===== config.mk =====
export PLATFORM = sky130hd
export DESIGN_NAME = rsw_top
export DESIGN_NICKNAME = d
export VERILOG_FILES = /design/src/core/rsw_pkg.sv /design/src/core/rsw_top.sv
export SDC_FILE = /design/constraint.sdc
export NUM_CORES = 1
export LEC_CHECK = 0
export ABC_AREA = 1
export BUFFER_PORTS_ARGS = -buffer_cell sky130_fd_sc_hd__buf_2
export CORE_ASPECT_RATIO = 0.8
export CORE_MARGIN = 2
export CORE_UTILIZATION = 50
export CTS_CLUSTER_DIAMETER = 100
export CTS_CLUSTER_SIZE = 20
export DETAILED_ROUTE_END_ITERATION = 10
export HOLD_SLACK_MARGIN = 0.06
export PLACE_DENSITY = 0.69
export SLEW_MARGIN = 20
export SYNTH_ARGS = -nofsm -noshare
export SYNTH_HDL_FRONTEND = slang
export SYNTH_SLANG_ARGS = --single-unit
export TNS_END_PERCENT = 20

===== constraint.sdc =====
create_clock -name sys_clk -period 3 [get_ports sys_clk]
set_input_delay 0.15 -clock sys_clk [delete_from_list [all_inputs] [get_ports sys_clk]]
set_output_delay 0.15 -clock sys_clk [all_outputs]
set_load 0.005 [all_outputs]

===== src/core/rsw_pkg.sv =====
// Package for the reset supervisor and watchdog block.
// Assumes a single 25 MHz system clock that also serves as the oscillator.
`default_nettype none
package rsw_pkg;
	// Oscillator period in ns and the machine-cycle ratio.
	localparam int OSC_PERIOD_NS = 40;
	localparam int OSC_PER_MACHINE = 12;
	localparam logic [3:0] MC_DIV_LAST = 4'(OSC_PER_MACHINE - 1);
	// Register offsets on the special function register port.
	localparam logic [7:0] OFS_WD_CLEAR = 8'ha6;
	localparam logic [7:0] OFS_WD_KEY = 8'hae;
	localparam logic [7:0] WD_KEY_RESET = 8'h00;
	localparam logic [7:0] WD_KEY_DISABLE = 8'h55;
	localparam logic [6:0] WD_CLEAR_MAX = 7'h7e;
	localparam int WD_WIDTH = 22;
	localparam int WD_LOAD_POS = 15;
	localparam int USB_BUS_RESET_ENABLE_BIT = 6;
	// Timing.
	localparam int LVR_HOLD_MS = 10;
	localparam int LVR_HOLD_CYCLES = LVR_HOLD_MS * 1000000 / OSC_PERIOD_NS;
	localparam int WD_PULSE_CYCLES = OSC_PER_MACHINE * (2 ** 15);
	localparam int RESUME_MC = 3;
	localparam int SE0_MIN = 4;
	localparam logic [3:0] SE0_MIN_CNT = 4'(SE0_MIN);
	localparam int CNT_W = 20;

	typedef struct packed {
		logic [3:0] mc_div;
		logic [WD_WIDTH-1:0] wd_count;
		logic [7:0] wd_key;
		logic [CNT_W-1:0] lvr_cnt;
		logic [CNT_W-1:0] wd_pulse_cnt;
		logic [1:0] resume_cnt;
		logic [3:0] se0_cnt;
		logic bus_reset_flag;
		logic internal_reset;
		logic cpu_hold;
		logic [1:0] rst_pin_sync;
		logic [1:0] lvd_sync;
		logic [1:0] se0_sync;
	} rsw_state_t;

	typedef struct packed {
		logic wr;
		logic [7:0] addr;
		logic [7:0] wdata;
	} rsw_sfr_req_t;
endpackage
`default_nettype wire


===== src/core/rsw_top.sv =====
// Reset supervisor: merges pin, low-voltage, USB bus reset and watchdog resets.
// Assumes the processor writes its registers through a simple SFR write port
// and that the low-voltage detector and USB line state come from analog cells.
//
// How it works
// - Any enabled source raises one internal reset for the processor.
// - The internal reset also goes out active low to the memory module.
// - Reset is held 10 ms after supply recovers above threshold.
// - Low-voltage reset is enabled at power-up; software may disable it.
// - Low-voltage reset keeps working in idle and power-down modes.
// - Single-ended zero seen four times sets the bus reset flag.
// - With enable bit 6 set, bus reset also raises internal reset.
// - Watchdog is a 22-bit counter advancing once per machine cycle.
// - Watchdog overflow from all ones raises the internal reset.
// - Watchdog starts enabled after power-up and every reset.
// - Clear register write loads seven bits into counter top; 00h-7Eh.
// - Writing zero to the clear register zeroes the whole counter.
// - Only key 55h disables the watchdog; other values keep it on.
// - Watchdog and reset logic stay active in idle mode.
// - Watchdog reset pulse lasts 12 times 2^15 oscillator periods.
// - One machine cycle equals twelve oscillator periods.
// - Processor resumes three machine cycles after internal reset ends.
`default_nettype none
module rsw_top
	import rsw_pkg::*;
#(
	parameter int LVR_HOLD = LVR_HOLD_CYCLES,
	parameter int WD_PULSE = WD_PULSE_CYCLES
) (
	input wire logic sys_clk,
	input wire logic sys_rst,
	input wire logic reset_pin_n,
	input wire logic supply_low,
	input wire logic usb_se0,
	input wire logic idle_mode,
	input wire logic power_down_mode,
	input wire logic low_voltage_reset_enable,
	input wire logic [7:0] usb_interrupt_enable,
	input wire logic bus_reset_flag_clear,
	input wire rsw_sfr_req_t sfr_req,
	output logic [7:0] sfr_rdata,
	output logic bus_reset_flag,
	output logic cpu_reset,
	output logic module_reset_n,
	output logic watchdog_running
);

	rsw_state_t s;
	rsw_state_t next_s;

	logic mc_tick;
	logic wd_enabled;
	logic wd_overflow;
	logic clear_wr;
	logic key_wr;
	logic src_lvr;
	logic src_usb;
	logic lvr_active;
	logic se0_done;

	// ------------------------------------------------------------
	// Source qualification
	// ------------------------------------------------------------
	// The supply detector and its enable are read regardless of idle or
	// power-down, so the low-voltage path is never gated by them.
	assign mc_tick = (s.mc_div == MC_DIV_LAST);
	assign wd_enabled = (s.wd_key != WD_KEY_DISABLE);
	assign wd_overflow = mc_tick && wd_enabled && (&s.wd_count);
	assign clear_wr = sfr_req.wr && (sfr_req.addr == OFS_WD_CLEAR);
	assign key_wr = sfr_req.wr && (sfr_req.addr == OFS_WD_KEY);
	assign lvr_active = low_voltage_reset_enable && s.lvd_sync[1];
	assign src_lvr = lvr_active || (s.lvr_cnt != '0);
	assign se0_done = s.se0_sync[1] && (s.se0_cnt == SE0_MIN_CNT - 4'h1) && mc_tick;
	assign src_usb = se0_done && usb_interrupt_enable[USB_BUS_RESET_ENABLE_BIT];

	// ------------------------------------------------------------
	// Next state
	// ------------------------------------------------------------
	always_comb begin
		next_s = s;
		next_s.rst_pin_sync = {s.rst_pin_sync[0], ~reset_pin_n};
		next_s.lvd_sync = {s.lvd_sync[0], supply_low};
		next_s.se0_sync = {s.se0_sync[0], usb_se0};
		next_s.mc_div = mc_tick ? 4'h0 : s.mc_div + 4'h1;

		// Line sampled once per machine cycle; flag set wins over clear.
		if (!s.se0_sync[1]) begin
			next_s.se0_cnt = 4'h0;
		end else if (mc_tick && s.se0_cnt != SE0_MIN_CNT) begin
			next_s.se0_cnt = s.se0_cnt + 4'h1;
		end
		if (se0_done) begin
			next_s.bus_reset_flag = 1'b1;
		end else if (bus_reset_flag_clear) begin
			next_s.bus_reset_flag = 1'b0;
		end

		// Hold counter reloads while the supply is low and its reset is enabled, then runs out.
		if (lvr_active) begin
			next_s.lvr_cnt = CNT_W'(LVR_HOLD);
		end else if (s.lvr_cnt != '0) begin
			next_s.lvr_cnt = s.lvr_cnt - 1'b1;
		end

		if (wd_overflow) begin
			next_s.wd_pulse_cnt = CNT_W'(WD_PULSE);
		end else if (s.wd_pulse_cnt != '0) begin
			next_s.wd_pulse_cnt = s.wd_pulse_cnt - 1'b1;
		end

		if (key_wr) begin
			next_s.wd_key = sfr_req.wdata;
		end

		// Counter ignores idle mode: only the key stops it.
		if (s.internal_reset) begin
			next_s.wd_count = '0;
			next_s.wd_key = WD_KEY_RESET;
		end else if (clear_wr) begin
			if (sfr_req.wdata[6:0] == 7'h00) begin
				next_s.wd_count = '0;
			end else if (sfr_req.wdata[6:0] <= WD_CLEAR_MAX) begin
				next_s.wd_count = {sfr_req.wdata[6:0], 15'h0000};
			end
		end else if (mc_tick && wd_enabled) begin
			next_s.wd_count = s.wd_count + 1'b1;
		end

		next_s.internal_reset = s.rst_pin_sync[1] || src_lvr || src_usb
			|| wd_overflow || (s.wd_pulse_cnt > CNT_W'(1));

		// Processor stays held for three machine cycles after release.
		if (s.internal_reset) begin
			next_s.resume_cnt = 2'(RESUME_MC);
			next_s.cpu_hold = 1'b1;
		end else if (s.resume_cnt != 2'h0) begin
			if (mc_tick) begin
				next_s.resume_cnt = s.resume_cnt - 2'h1;
			end
		end else begin
			next_s.cpu_hold = 1'b0;
		end
	end

	always_ff @(posedge sys_clk or posedge sys_rst) begin
		if (sys_rst) begin
			s <= '0;
			s.internal_reset <= 1'b1;
			s.cpu_hold <= 1'b1;
			s.resume_cnt <= 2'h3;
		end else begin
			s <= next_s;
		end
	end

	// ------------------------------------------------------------
	// Outputs
	// ------------------------------------------------------------
	assign cpu_reset = s.cpu_hold;
	assign module_reset_n = ~s.internal_reset;
	assign bus_reset_flag = s.bus_reset_flag;
	assign watchdog_running = wd_enabled;

	always_comb begin
		case (sfr_req.addr)
			OFS_WD_CLEAR: sfr_rdata = {1'b0, s.wd_count[WD_WIDTH-1:WD_LOAD_POS]};
			OFS_WD_KEY: sfr_rdata = s.wd_key;
			default: sfr_rdata = 8'h00;
		endcase
	end

	// ------------------------------------------------------------
	// Assertions
	// ------------------------------------------------------------
	property p_module_follows;
		@(posedge sys_clk) disable iff (sys_rst)
		module_reset_n == !s.internal_reset;
	endproperty
	a_module_follows: assert property (p_module_follows) else $error("module reset wrong");

	property p_overflow_resets;
		@(posedge sys_clk) disable iff (sys_rst)
		wd_overflow |=> s.internal_reset;
	endproperty
	a_overflow_resets: assert property (p_overflow_resets) else $error("no reset on overflow");

	property p_reset_clears;
		@(posedge sys_clk) disable iff (sys_rst)
		s.internal_reset |=> (s.wd_count == '0) && wd_enabled;
	endproperty
	a_reset_clears: assert property (p_reset_clears) else $error("watchdog not cleared");

	property p_key_disables;
		@(posedge sys_clk) disable iff (sys_rst)
		(!wd_enabled && !s.internal_reset && !clear_wr) |=> $stable(s.wd_count);
	endproperty
	a_key_disables: assert property (p_key_disables) else $error("disabled watchdog moved");

	property p_count_step;
		@(posedge sys_clk) disable iff (sys_rst)
		(mc_tick && wd_enabled && !s.internal_reset && !clear_wr && !(&s.wd_count))
		|=> s.wd_count == $past(s.wd_count) + 1'b1;
	endproperty
	a_count_step: assert property (p_count_step) else $error("watchdog step wrong");

	property p_zero_clear;
		@(posedge sys_clk) disable iff (sys_rst)
		(clear_wr && sfr_req.wdata[6:0] == 7'h00 && !s.internal_reset) |=> s.wd_count == '0;
	endproperty
	a_zero_clear: assert property (p_zero_clear) else $error("zero write kept count");

	property p_load_top;
		@(posedge sys_clk) disable iff (sys_rst)
		(clear_wr && sfr_req.wdata[6:0] != 7'h00 && sfr_req.wdata[6:0] <= WD_CLEAR_MAX
			&& !s.internal_reset)
		|=> s.wd_count == {$past(sfr_req.wdata[6:0]), 15'h0000};
	endproperty
	a_load_top: assert property (p_load_top) else $error("clear load wrong");

	property p_lvr_holds;
		@(posedge sys_clk) disable iff (sys_rst)
		$fell(lvr_active) |=> s.internal_reset [*8];
	endproperty
	a_lvr_holds: assert property (p_lvr_holds) else $error("lvr released early");

	property p_usb_flag;
		@(posedge sys_clk) disable iff (sys_rst)
		se0_done |=> bus_reset_flag;
	endproperty
	a_usb_flag: assert property (p_usb_flag) else $error("bus reset flag missed");

	// The release delay is checked through the resume counter and the tick
	// spacing, so no long repetition has to be unrolled.
	property p_resume_load;
		@(posedge sys_clk) disable iff (sys_rst)
		$fell(s.internal_reset) |-> cpu_reset && (s.resume_cnt == 2'(RESUME_MC));
	endproperty
	a_resume_load: assert property (p_resume_load) else $error("resume count not loaded");

	property p_resume_hold;
		@(posedge sys_clk) disable iff (sys_rst)
		(s.resume_cnt != 2'h0) |-> cpu_reset;
	endproperty
	a_resume_hold: assert property (p_resume_hold) else $error("cpu released early");

	property p_resume_step;
		@(posedge sys_clk) disable iff (sys_rst)
		(!s.internal_reset && s.resume_cnt != 2'h0 && !mc_tick) |=> $stable(s.resume_cnt);
	endproperty
	a_resume_step: assert property (p_resume_step) else $error("resume count moved");

	property p_resume_end;
		@(posedge sys_clk) disable iff (sys_rst)
		(!s.internal_reset && s.resume_cnt == 2'h0) |=> !cpu_reset;
	endproperty
	a_resume_end: assert property (p_resume_end) else $error("cpu held too long");

	property p_tick_wrap;
		@(posedge sys_clk) disable iff (sys_rst)
		mc_tick |=> (s.mc_div == 4'h0);
	endproperty
	a_tick_wrap: assert property (p_tick_wrap) else $error("divider did not wrap");

	property p_tick_step;
		@(posedge sys_clk) disable iff (sys_rst)
		(s.mc_div != MC_DIV_LAST) |=> (s.mc_div == $past(s.mc_div) + 4'h1);
	endproperty
	a_tick_step: assert property (p_tick_step) else $error("divider step wrong");

	property p_tick_range;
		@(posedge sys_clk) disable iff (sys_rst)
		s.mc_div <= MC_DIV_LAST;
	endproperty
	a_tick_range: assert property (p_tick_range) else $error("divider out of range");

	// ------------------------------------------------------------
	// Source assertions
	// ------------------------------------------------------------
	property p_idle_counts;
		@(posedge sys_clk) disable iff (sys_rst)
		(idle_mode && mc_tick && wd_enabled && !s.internal_reset && !clear_wr)
		|=> s.wd_count == $past(s.wd_count) + 1'b1;
	endproperty
	a_idle_counts: assert property (p_idle_counts) else $error("idle stopped watchdog");

	property p_lvr_power_down;
		@(posedge sys_clk) disable iff (sys_rst)
		(power_down_mode && lvr_active) |=> s.internal_reset;
	endproperty
	a_lvr_power_down: assert property (p_lvr_power_down) else $error("sleep lvr lost");

	property p_lvr_reload;
		@(posedge sys_clk) disable iff (sys_rst)
		lvr_active |=> (s.lvr_cnt == CNT_W'(LVR_HOLD));
	endproperty
	a_lvr_reload: assert property (p_lvr_reload) else $error("lvr hold not loaded");

	property p_pin_reset;
		@(posedge sys_clk) disable iff (sys_rst)
		s.rst_pin_sync[1] |=> s.internal_reset;
	endproperty
	a_pin_reset: assert property (p_pin_reset) else $error("pin reset missed");

	property p_cpu_follows;
		@(posedge sys_clk) disable iff (sys_rst)
		s.internal_reset |=> cpu_reset;
	endproperty
	a_cpu_follows: assert property (p_cpu_follows) else $error("cpu not held");

	property p_usb_reset;
		@(posedge sys_clk) disable iff (sys_rst)
		(se0_done && usb_interrupt_enable[USB_BUS_RESET_ENABLE_BIT]) |=> s.internal_reset;
	endproperty
	a_usb_reset: assert property (p_usb_reset) else $error("bus reset not applied");

	property p_pulse_load;
		@(posedge sys_clk) disable iff (sys_rst)
		wd_overflow |=> (s.wd_pulse_cnt == CNT_W'(WD_PULSE));
	endproperty
	a_pulse_load: assert property (p_pulse_load) else $error("pulse count not loaded");

	property p_pulse_holds;
		@(posedge sys_clk) disable iff (sys_rst)
		(s.wd_pulse_cnt > CNT_W'(1)) |=> s.internal_reset;
	endproperty
	a_pulse_holds: assert property (p_pulse_holds) else $error("pulse cut short");

	property p_flag_sticky;
		@(posedge sys_clk) disable iff (sys_rst)
		(bus_reset_flag && !bus_reset_flag_clear) |=> bus_reset_flag;
	endproperty
	a_flag_sticky: assert property (p_flag_sticky) else $error("flag dropped");

	property p_se0_restart;
		@(posedge sys_clk) disable iff (sys_rst)
		!s.se0_sync[1] |=> (s.se0_cnt == 4'h0);
	endproperty
	a_se0_restart: assert property (p_se0_restart) else $error("line count kept");

	property p_refuse_top;
		@(posedge sys_clk) disable iff (sys_rst)
		(clear_wr && sfr_req.wdata[6:0] == 7'h7f && !s.internal_reset && !mc_tick)
		|=> $stable(s.wd_count);
	endproperty
	a_refuse_top: assert property (p_refuse_top) else $error("refused load taken");

endmodule
`default_nettype wire


==> results of run 1 <==
## area by class of cell
cell class | count | area, sq um | share of cell area
inverter | 106 | 404 | 0.0656
multi-input combinational | 562 | 2760 | 0.447
tap | 144 | 180 | 0.0292
timing repair buffer | 46 | 268 | 0.0434
clock buffer | 12 | 246 | 0.0400
clock inverter | 4 | 76.3 | 0.0124
sequential | 89 | 2230 | 0.362
## worst register-to-register path: cells and delay by family (launching register included)
family / cells / cell delay, ns
simple gates: 6 / 1.15
flops: 1 / 0.39
fa+ha+maj: 1 / 0.39
buf+inv: 1 / 0.13
## logic make-up (layout without fill, tap and decap cells)
logic type,count (synthesis),in the layout,share of synthesized area
DFF,89,89,0.408
and+or+nand+nor,474,474,0.387
AOI/OAI and AO/OA,56,56,0.0585
adders and majority gates,10,10,0.0229
xor gates and xnor gates,22,22,0.0352
buffers and inverters,119,168,0.0882
## sequential cells by signal (all words and copies together) (netlist names)
signal,cells
next_s,3
s,84
bus_reset_flag,1
cpu_reset,1
## Yosys cell counts
cell      count
o21ai_1       1
nand3_1      61
nand2_4       2
nand4_2       1
and2_1        1
o21ai_0      32
nor2_8        1
buf_6         2
nor2_2        3
inv_1       100
inv_6         1
dfstp_2       4
nand3_2       2
buf_4         3
a21oi_1       5
ha_1         10
xor2_1       22
nand3b_1      3
buf_1         1
o21ai_2       3
a31oi_1       2
nor4_1        1
nor3_2        1
inv_2         5
clkbuf_1      3
o31ai_1       1
nor2_4        5
o21bai_1      6
nor2_1      125
buf_2         4
nor3_1       15
nand4_1      34
o22ai_1       5
or2_2         8
nand2_2       3
dfrtp_1      85
a211oi_1      1
nand2_1     207
nor3_4        1
## stage by stage
step / std cells / area [sq um] / setup slack, ns / power (mW)
after global placement: 942 / 5790 / 0.887 / 1.64
after detailed placement: 942 / 5790 / 0.840 / 1.65
final: 963 / 6160 / 0.832 / 2.87
after global routing: 963 / 6160 / 0.624 / 3.00
after CTS: 963 / 6160 / 0.814 / 2.89
after floorplan: 770 / 5470 / 0.550 / 1.56
## metal layers
metal  GRT usage  vias up  routed length, microns
met5           0        -                       0
met4      0.0805        0                     196
met3      0.0423       16                     665
met2       0.360      152                    5730
met1       0.316     2367                    6290
li1            -     2536                       -
## worst min path at each step
| stage | from | endpoint | cells past startpoint |
|---|---|---|---|
| 2_1_floorplan | usb_se0 | next_s[1]$_DFF_PP0_ | 0 |
| 3_3_place_gp | sys_rst | s[21]$_DFFE_PP0P_ | 2 |
| 3_5_place_dp | sys_rst | s[21]$_DFFE_PP0P_ | 2 |
| 4_1_cts | usb_interrupt_enable[6] | s[7]$_DFF_PP1_ | 3 |
| 5_1_grt | sfr_req[7] | s[62]$_DFFE_PP0P_ | 3 |
| 6_report | usb_interrupt_enable[6] | s[7]$_DFF_PP1_ | 3 |
## power groups by stage
stage / clock network [mW] / logic, mW / registers, mW
5_1_grt: 1.29 / 0.389 / 1.32
6_report: 1.22 / 0.337 / 1.31
4_1_cts: 1.24 / 0.334 / 1.31
2_1_floorplan: 0 / 0.248 / 1.31
3_5_place_dp: 0 / 0.328 / 1.33
3_3_place_gp: 0 / 0.319 / 1.33
==> impl_metrics.toml, run 1 <==
[outcome]
outcome = "finished, final reports clean"

[sta]
setup_viol = 0
fin_skew_ns = 0.00327
hold_viol_final = 0
relSlewSlack = 0.589
drv_slew = 0
period_share = 0.723
period_needed_ns = 2.17
fmax_ghz = 0.461
worstMarginPinSlew_ns = 0.614
rsz0062_at_grt = "false"
hold_ws_ns = 0.0624
setup_tns_ns = 0

[critical_path]
critical_path_class = "reg2reg"
start_kind = "flip-flop"
worstPathRequired_ns = 3.23
crit_path_end = "s[16]$_DFFE_PP0P_"
cp.buffers_inverters = 1
regToRegSetupSlack_ns = 0.83
reg2reg_depth = 8
worstReg2RegStart = "s[64]$_DFFE_PP0P_"
r2r-end = "s[16]$_DFFE_PP0P_"
arrival_ns = 2.40
path_depth = 8
end_kind = "flip-flop"
crit_chain = "ha_1 > nand3_2 > inv_2 > nand2_4 > nor2_4 > nand3_1 > nand3b_1 > nand2_1"
max_stage_delay_ns = 0.42
crit_start = "s[64]$_DFFE_PP0P_"
critical_path.max_fanout = 12
crit_family = "simple AND/OR/NAND/NOR gates"
cp_slowest_cell = "nand3_1"

[yosys]
synth_cell_types = 39
synthCells = 770
synth.top_cell.area_share = 0.389
synthesis.area_sq_mm = 0.00547
yosysSeqAreaShare = 0.408
synth_area_leader_cell = "dfrtp_1"
syn-num-nets = 814
synth_area_leaders = "dfrtp_1 (39%), nand2_1 (14%), nor2_1 (8.6%)"
yosysWarnings = 0
ys_ff_latch = 89
syn_avg_cell_area_sq_um = 7.11

[global_route]
grt_max_degree = 33
grt_overflow = 0
grt_pass1_wl_microns = 21900
grt_pass1_vias = 4764
gr-usage-all-layers = 0.229
antenna_found_initial = 0

[cts]
cts_setup_buffers = 0
cts_hold_buf = 5
clk_latency_ns = 0.34
clock-sinks = 89
cts_tree = "yes"
path_clk_slew_ns = 0.06
post_cts_resized = 0
cts-root-buf = "clkbuf_16"
htreeDepth = 3
cts_buffers = 9
cts_buffer_depth = 2

[die]
rows = 34
core_area_sq_mm = 0.0108
die_w_microns = 121
die_area_sq_mm = 0.0118
start_util = 0.508
die_h_microns = 97.6
design.portCount = 46

[power]
pwr-share-clk = 0.426
power_density_mw_per_mm2 = 465
p_int_mw = 2.13
switching_power_uw = 741
swShare = 0.259
p_seq_frac = 0.456
ir_drop_mv = 0.372
combPwrFrac = 0.118
power.leakage_nw = 3.23

[routing]
num_vias = 5071
post-route-drc-count = 0
routedWlPerCell_microns = 13.4
postRouteAntennaNets = 0
dr.pass1.iters = 6
vias_per_cell = 5.27
routed_wl_microns = 12900
drt_first_iter_violations = 383

[layout]
areaGrowthSynthToFinish_pct = 12.6
final_util = 0.573
drive_above_1_share = 0.117
final_nets = 858
n_fill_cell = 997
antenna_cells = 0
layout_common_cells = "nand2_1 (207), nor2_1 (125), inv_1 (99)"
final_common_cell = "nand2_1"

[place]
gp_congestion = 0.918
dp_hpwl_microns = 9550
numPortBuffers = 36

[worst_hold_path]
min-delay-path-class = "in2reg"

[flow_run]
max-cap-violations = 0
Note: power is estimated with default switching activity, not from simulation.
==> run 2, diff against run 1 <==
Clock period 3 ns to 2.12 ns, I/O delays scaled along.
==> run 2 against run 1 <==
Setup slack worse by 0.63 ns; non-clock buffer count up 10; sequential power increased by 41%; utilization is 0.69 points higher; critical path type unchanged; largest power group unchanged.
==> impl_metrics.toml, run 2 (synthesis results as in run 1) <==
[cts]
cts_buffer_depth = 2
htreeDepth = 3
clock-sinks = 89
path_clk_slew_ns = 0.07
cts_buffers = 9
post_cts_resized = 0
cts_setup_buffers = 0
clk_latency_ns = 0.35
cts_tree = "yes"
cts-root-buf = "clkbuf_16"

[place]
dpl.cell_count = 946
dp_hpwl_microns = 9510
gp_congestion = 0.947
numPortBuffers = 36

[critical_path]
worstPathRequired_ns = 2.36
start_kind = "flip-flop"
arrival_ns = 2.15
max_stage_delay_ns = 0.43
critical_path_class = "reg2reg"
crit_chain = "nand2_1 > nor2_1 > nand2_1 > nor2_4 > nand3_1 > nand3b_1 > nand2_1"
crit_family = "simple AND/OR/NAND/NOR gates"
cp.buffers_inverters = 0
end_kind = "flip-flop"
critical_path.max_fanout = 12
cp_common_cell = "nand2_1"
cp_slowest_cell = "dfrtp_1"

[power]
power_mw = 3.86
power_density_mw_per_mm2 = 619
power.leakage_nw = 3.26
ir_drop_mv = 0.481

[sta]
period_share = 0.903
rsz0062_at_grt = "false"
fin_skew_ns = 0.00774
drv_slew = 0
worstMarginPinSlew_ns = 0.498
period_needed_ns = 1.91
setup_tns_ns = 0
fmax_ghz = 0.523
relSlewSlack = 0.667
setup_viol = 0
hold_viol_final = 0

[layout]
regMostFlops = "s"
areaGrowthSynthToFinish_pct = 14.0
final_nets = 868
final_common_cell = "nand2_1"
antenna_cells = 0
layout_common_cells = "nand2_1 (207), nor2_1 (125), inv_1 (99)"
largest_reg_flops = 84
drive_above_1_share = 0.122
n_fill_cell = 1061
final_util = 0.580
final_cells = 973

[die]
die_w_microns = 121
design.portCount = 46
start_util = 0.508
rows = 34
die_h_microns = 97.6
die_area_sq_mm = 0.0118
core_area_sq_mm = 0.0108

[global_route]
antenna_found_initial = 0
gr-usage-all-layers = 0.231
grt_overflow = 0
grt_pass1_wl_microns = 22100
grt_max_degree = 90
grt_pass1_vias = 4685

[outcome]
outcome = "finished, final reports clean"

[routing]
postRouteAntennaNets = 0
drt_first_iter_violations = 395
routed_wl_microns = 13000
vias_per_cell = 5.18
post-route-drc-count = 0
dr.pass1.iters = 5
num_vias = 5043
routedWlPerCell_microns = 13.4

[worst_hold_path]
min-delay-path-class = "in2reg"

[flow_run]
max-cap-violations = 0
==> run 2: cell types whose count changed in the layout (fill, tap and decap cells not counted), moves of 2 or more <==
cell and change:
dlygate4sd3_1 +6, buf_12 +2, buf_4 +2, bufinv_16 -2
inv_6 +2
==> run 2: metrics by stage <==
| stage | instance area [sq um] | worst slack [ns] | hold WS (ns) |
|---|---|---|---|
| 2_1_floorplan | 5480 | 0.525 | 0.137 |
| 3_3_place_gp | 5850 | 0.277 | 0.215 |
| 3_5_place_dp | 5850 | 0.216 | 0.216 |
| 4_1_cts | 6240 | 0.195 | 0.0738 |
| 5_1_grt | 6240 | 0.0368 | 0.0840 |
| 6_report | 6240 | 0.206 | 0.0836 |
==> run 2: repair_timing <==
item	4_1_cts	5_1_grt
setup endpoints to repair	0	0
hold endpoints to repair	95	0
hold buffers	11	0
==> run 2: tightest hold or removal path, stage by stage <==
cell	delay, ns
buf_2	0.11
nand2_1	0.08
o21ai_0	0.08
==> run 2: path summary, 6_finish.rpt <==
check                      cells after the start  slack, ns                end                start
max                                            7       0.21  s[16]$_DFFE_PP0P_    s[76]$_DFFE_PP0P_
min                                            3       0.08  s[55]$_DFFE_PP0P_           sfr_req[0]
max reg2reg                                    7       0.21  s[16]$_DFFE_PP0P_    s[76]$_DFFE_PP0P_
min reg2reg                                    0       0.35     s[5]$_DFF_PP0_  next_s[5]$_DFF_PP0_
max in group asynchronous                      4       1.29  s[45]$_DFFE_PP0P_              sys_rst
min in group asynchronous                      4       0.42  s[22]$_DFFE_PP0P_              sys_rst
==> run 2: layer usage <==
layer | vias to the layer above | wire length, microns | GRT usage
met1 | 2349 | 6340 | 0.324
met2 | 132 | 5920 | 0.369
li1 | 2550 | - | -
met5 | - | 0 | 0
met4 | 0 | 145 | 0.0572
met3 | 12 | 618 | 0.0464
==> run 2: power by group <==
group | leakage (nW) | total [mW] | switching, mW | internal, mW
clock network | 0.135 | 1.53 | 0.717 | 0.812
logic | 1.96 | 0.484 | 0.311 | 0.174
registers | 1.17 | 1.85 | 0.0726 | 1.77
==> run 2: area by class of cell <==
type                       instances  area [sq um]  share of cell area
clock inverter                     6          50.0             0.00802
inverter                         106           407              0.0652
sequential                        89          2230               0.358
timing repair buffer              56           383              0.0614
clock buffer                      10           229              0.0367
multi-input combinational        562          2760               0.442
tap                              144           180              0.0289
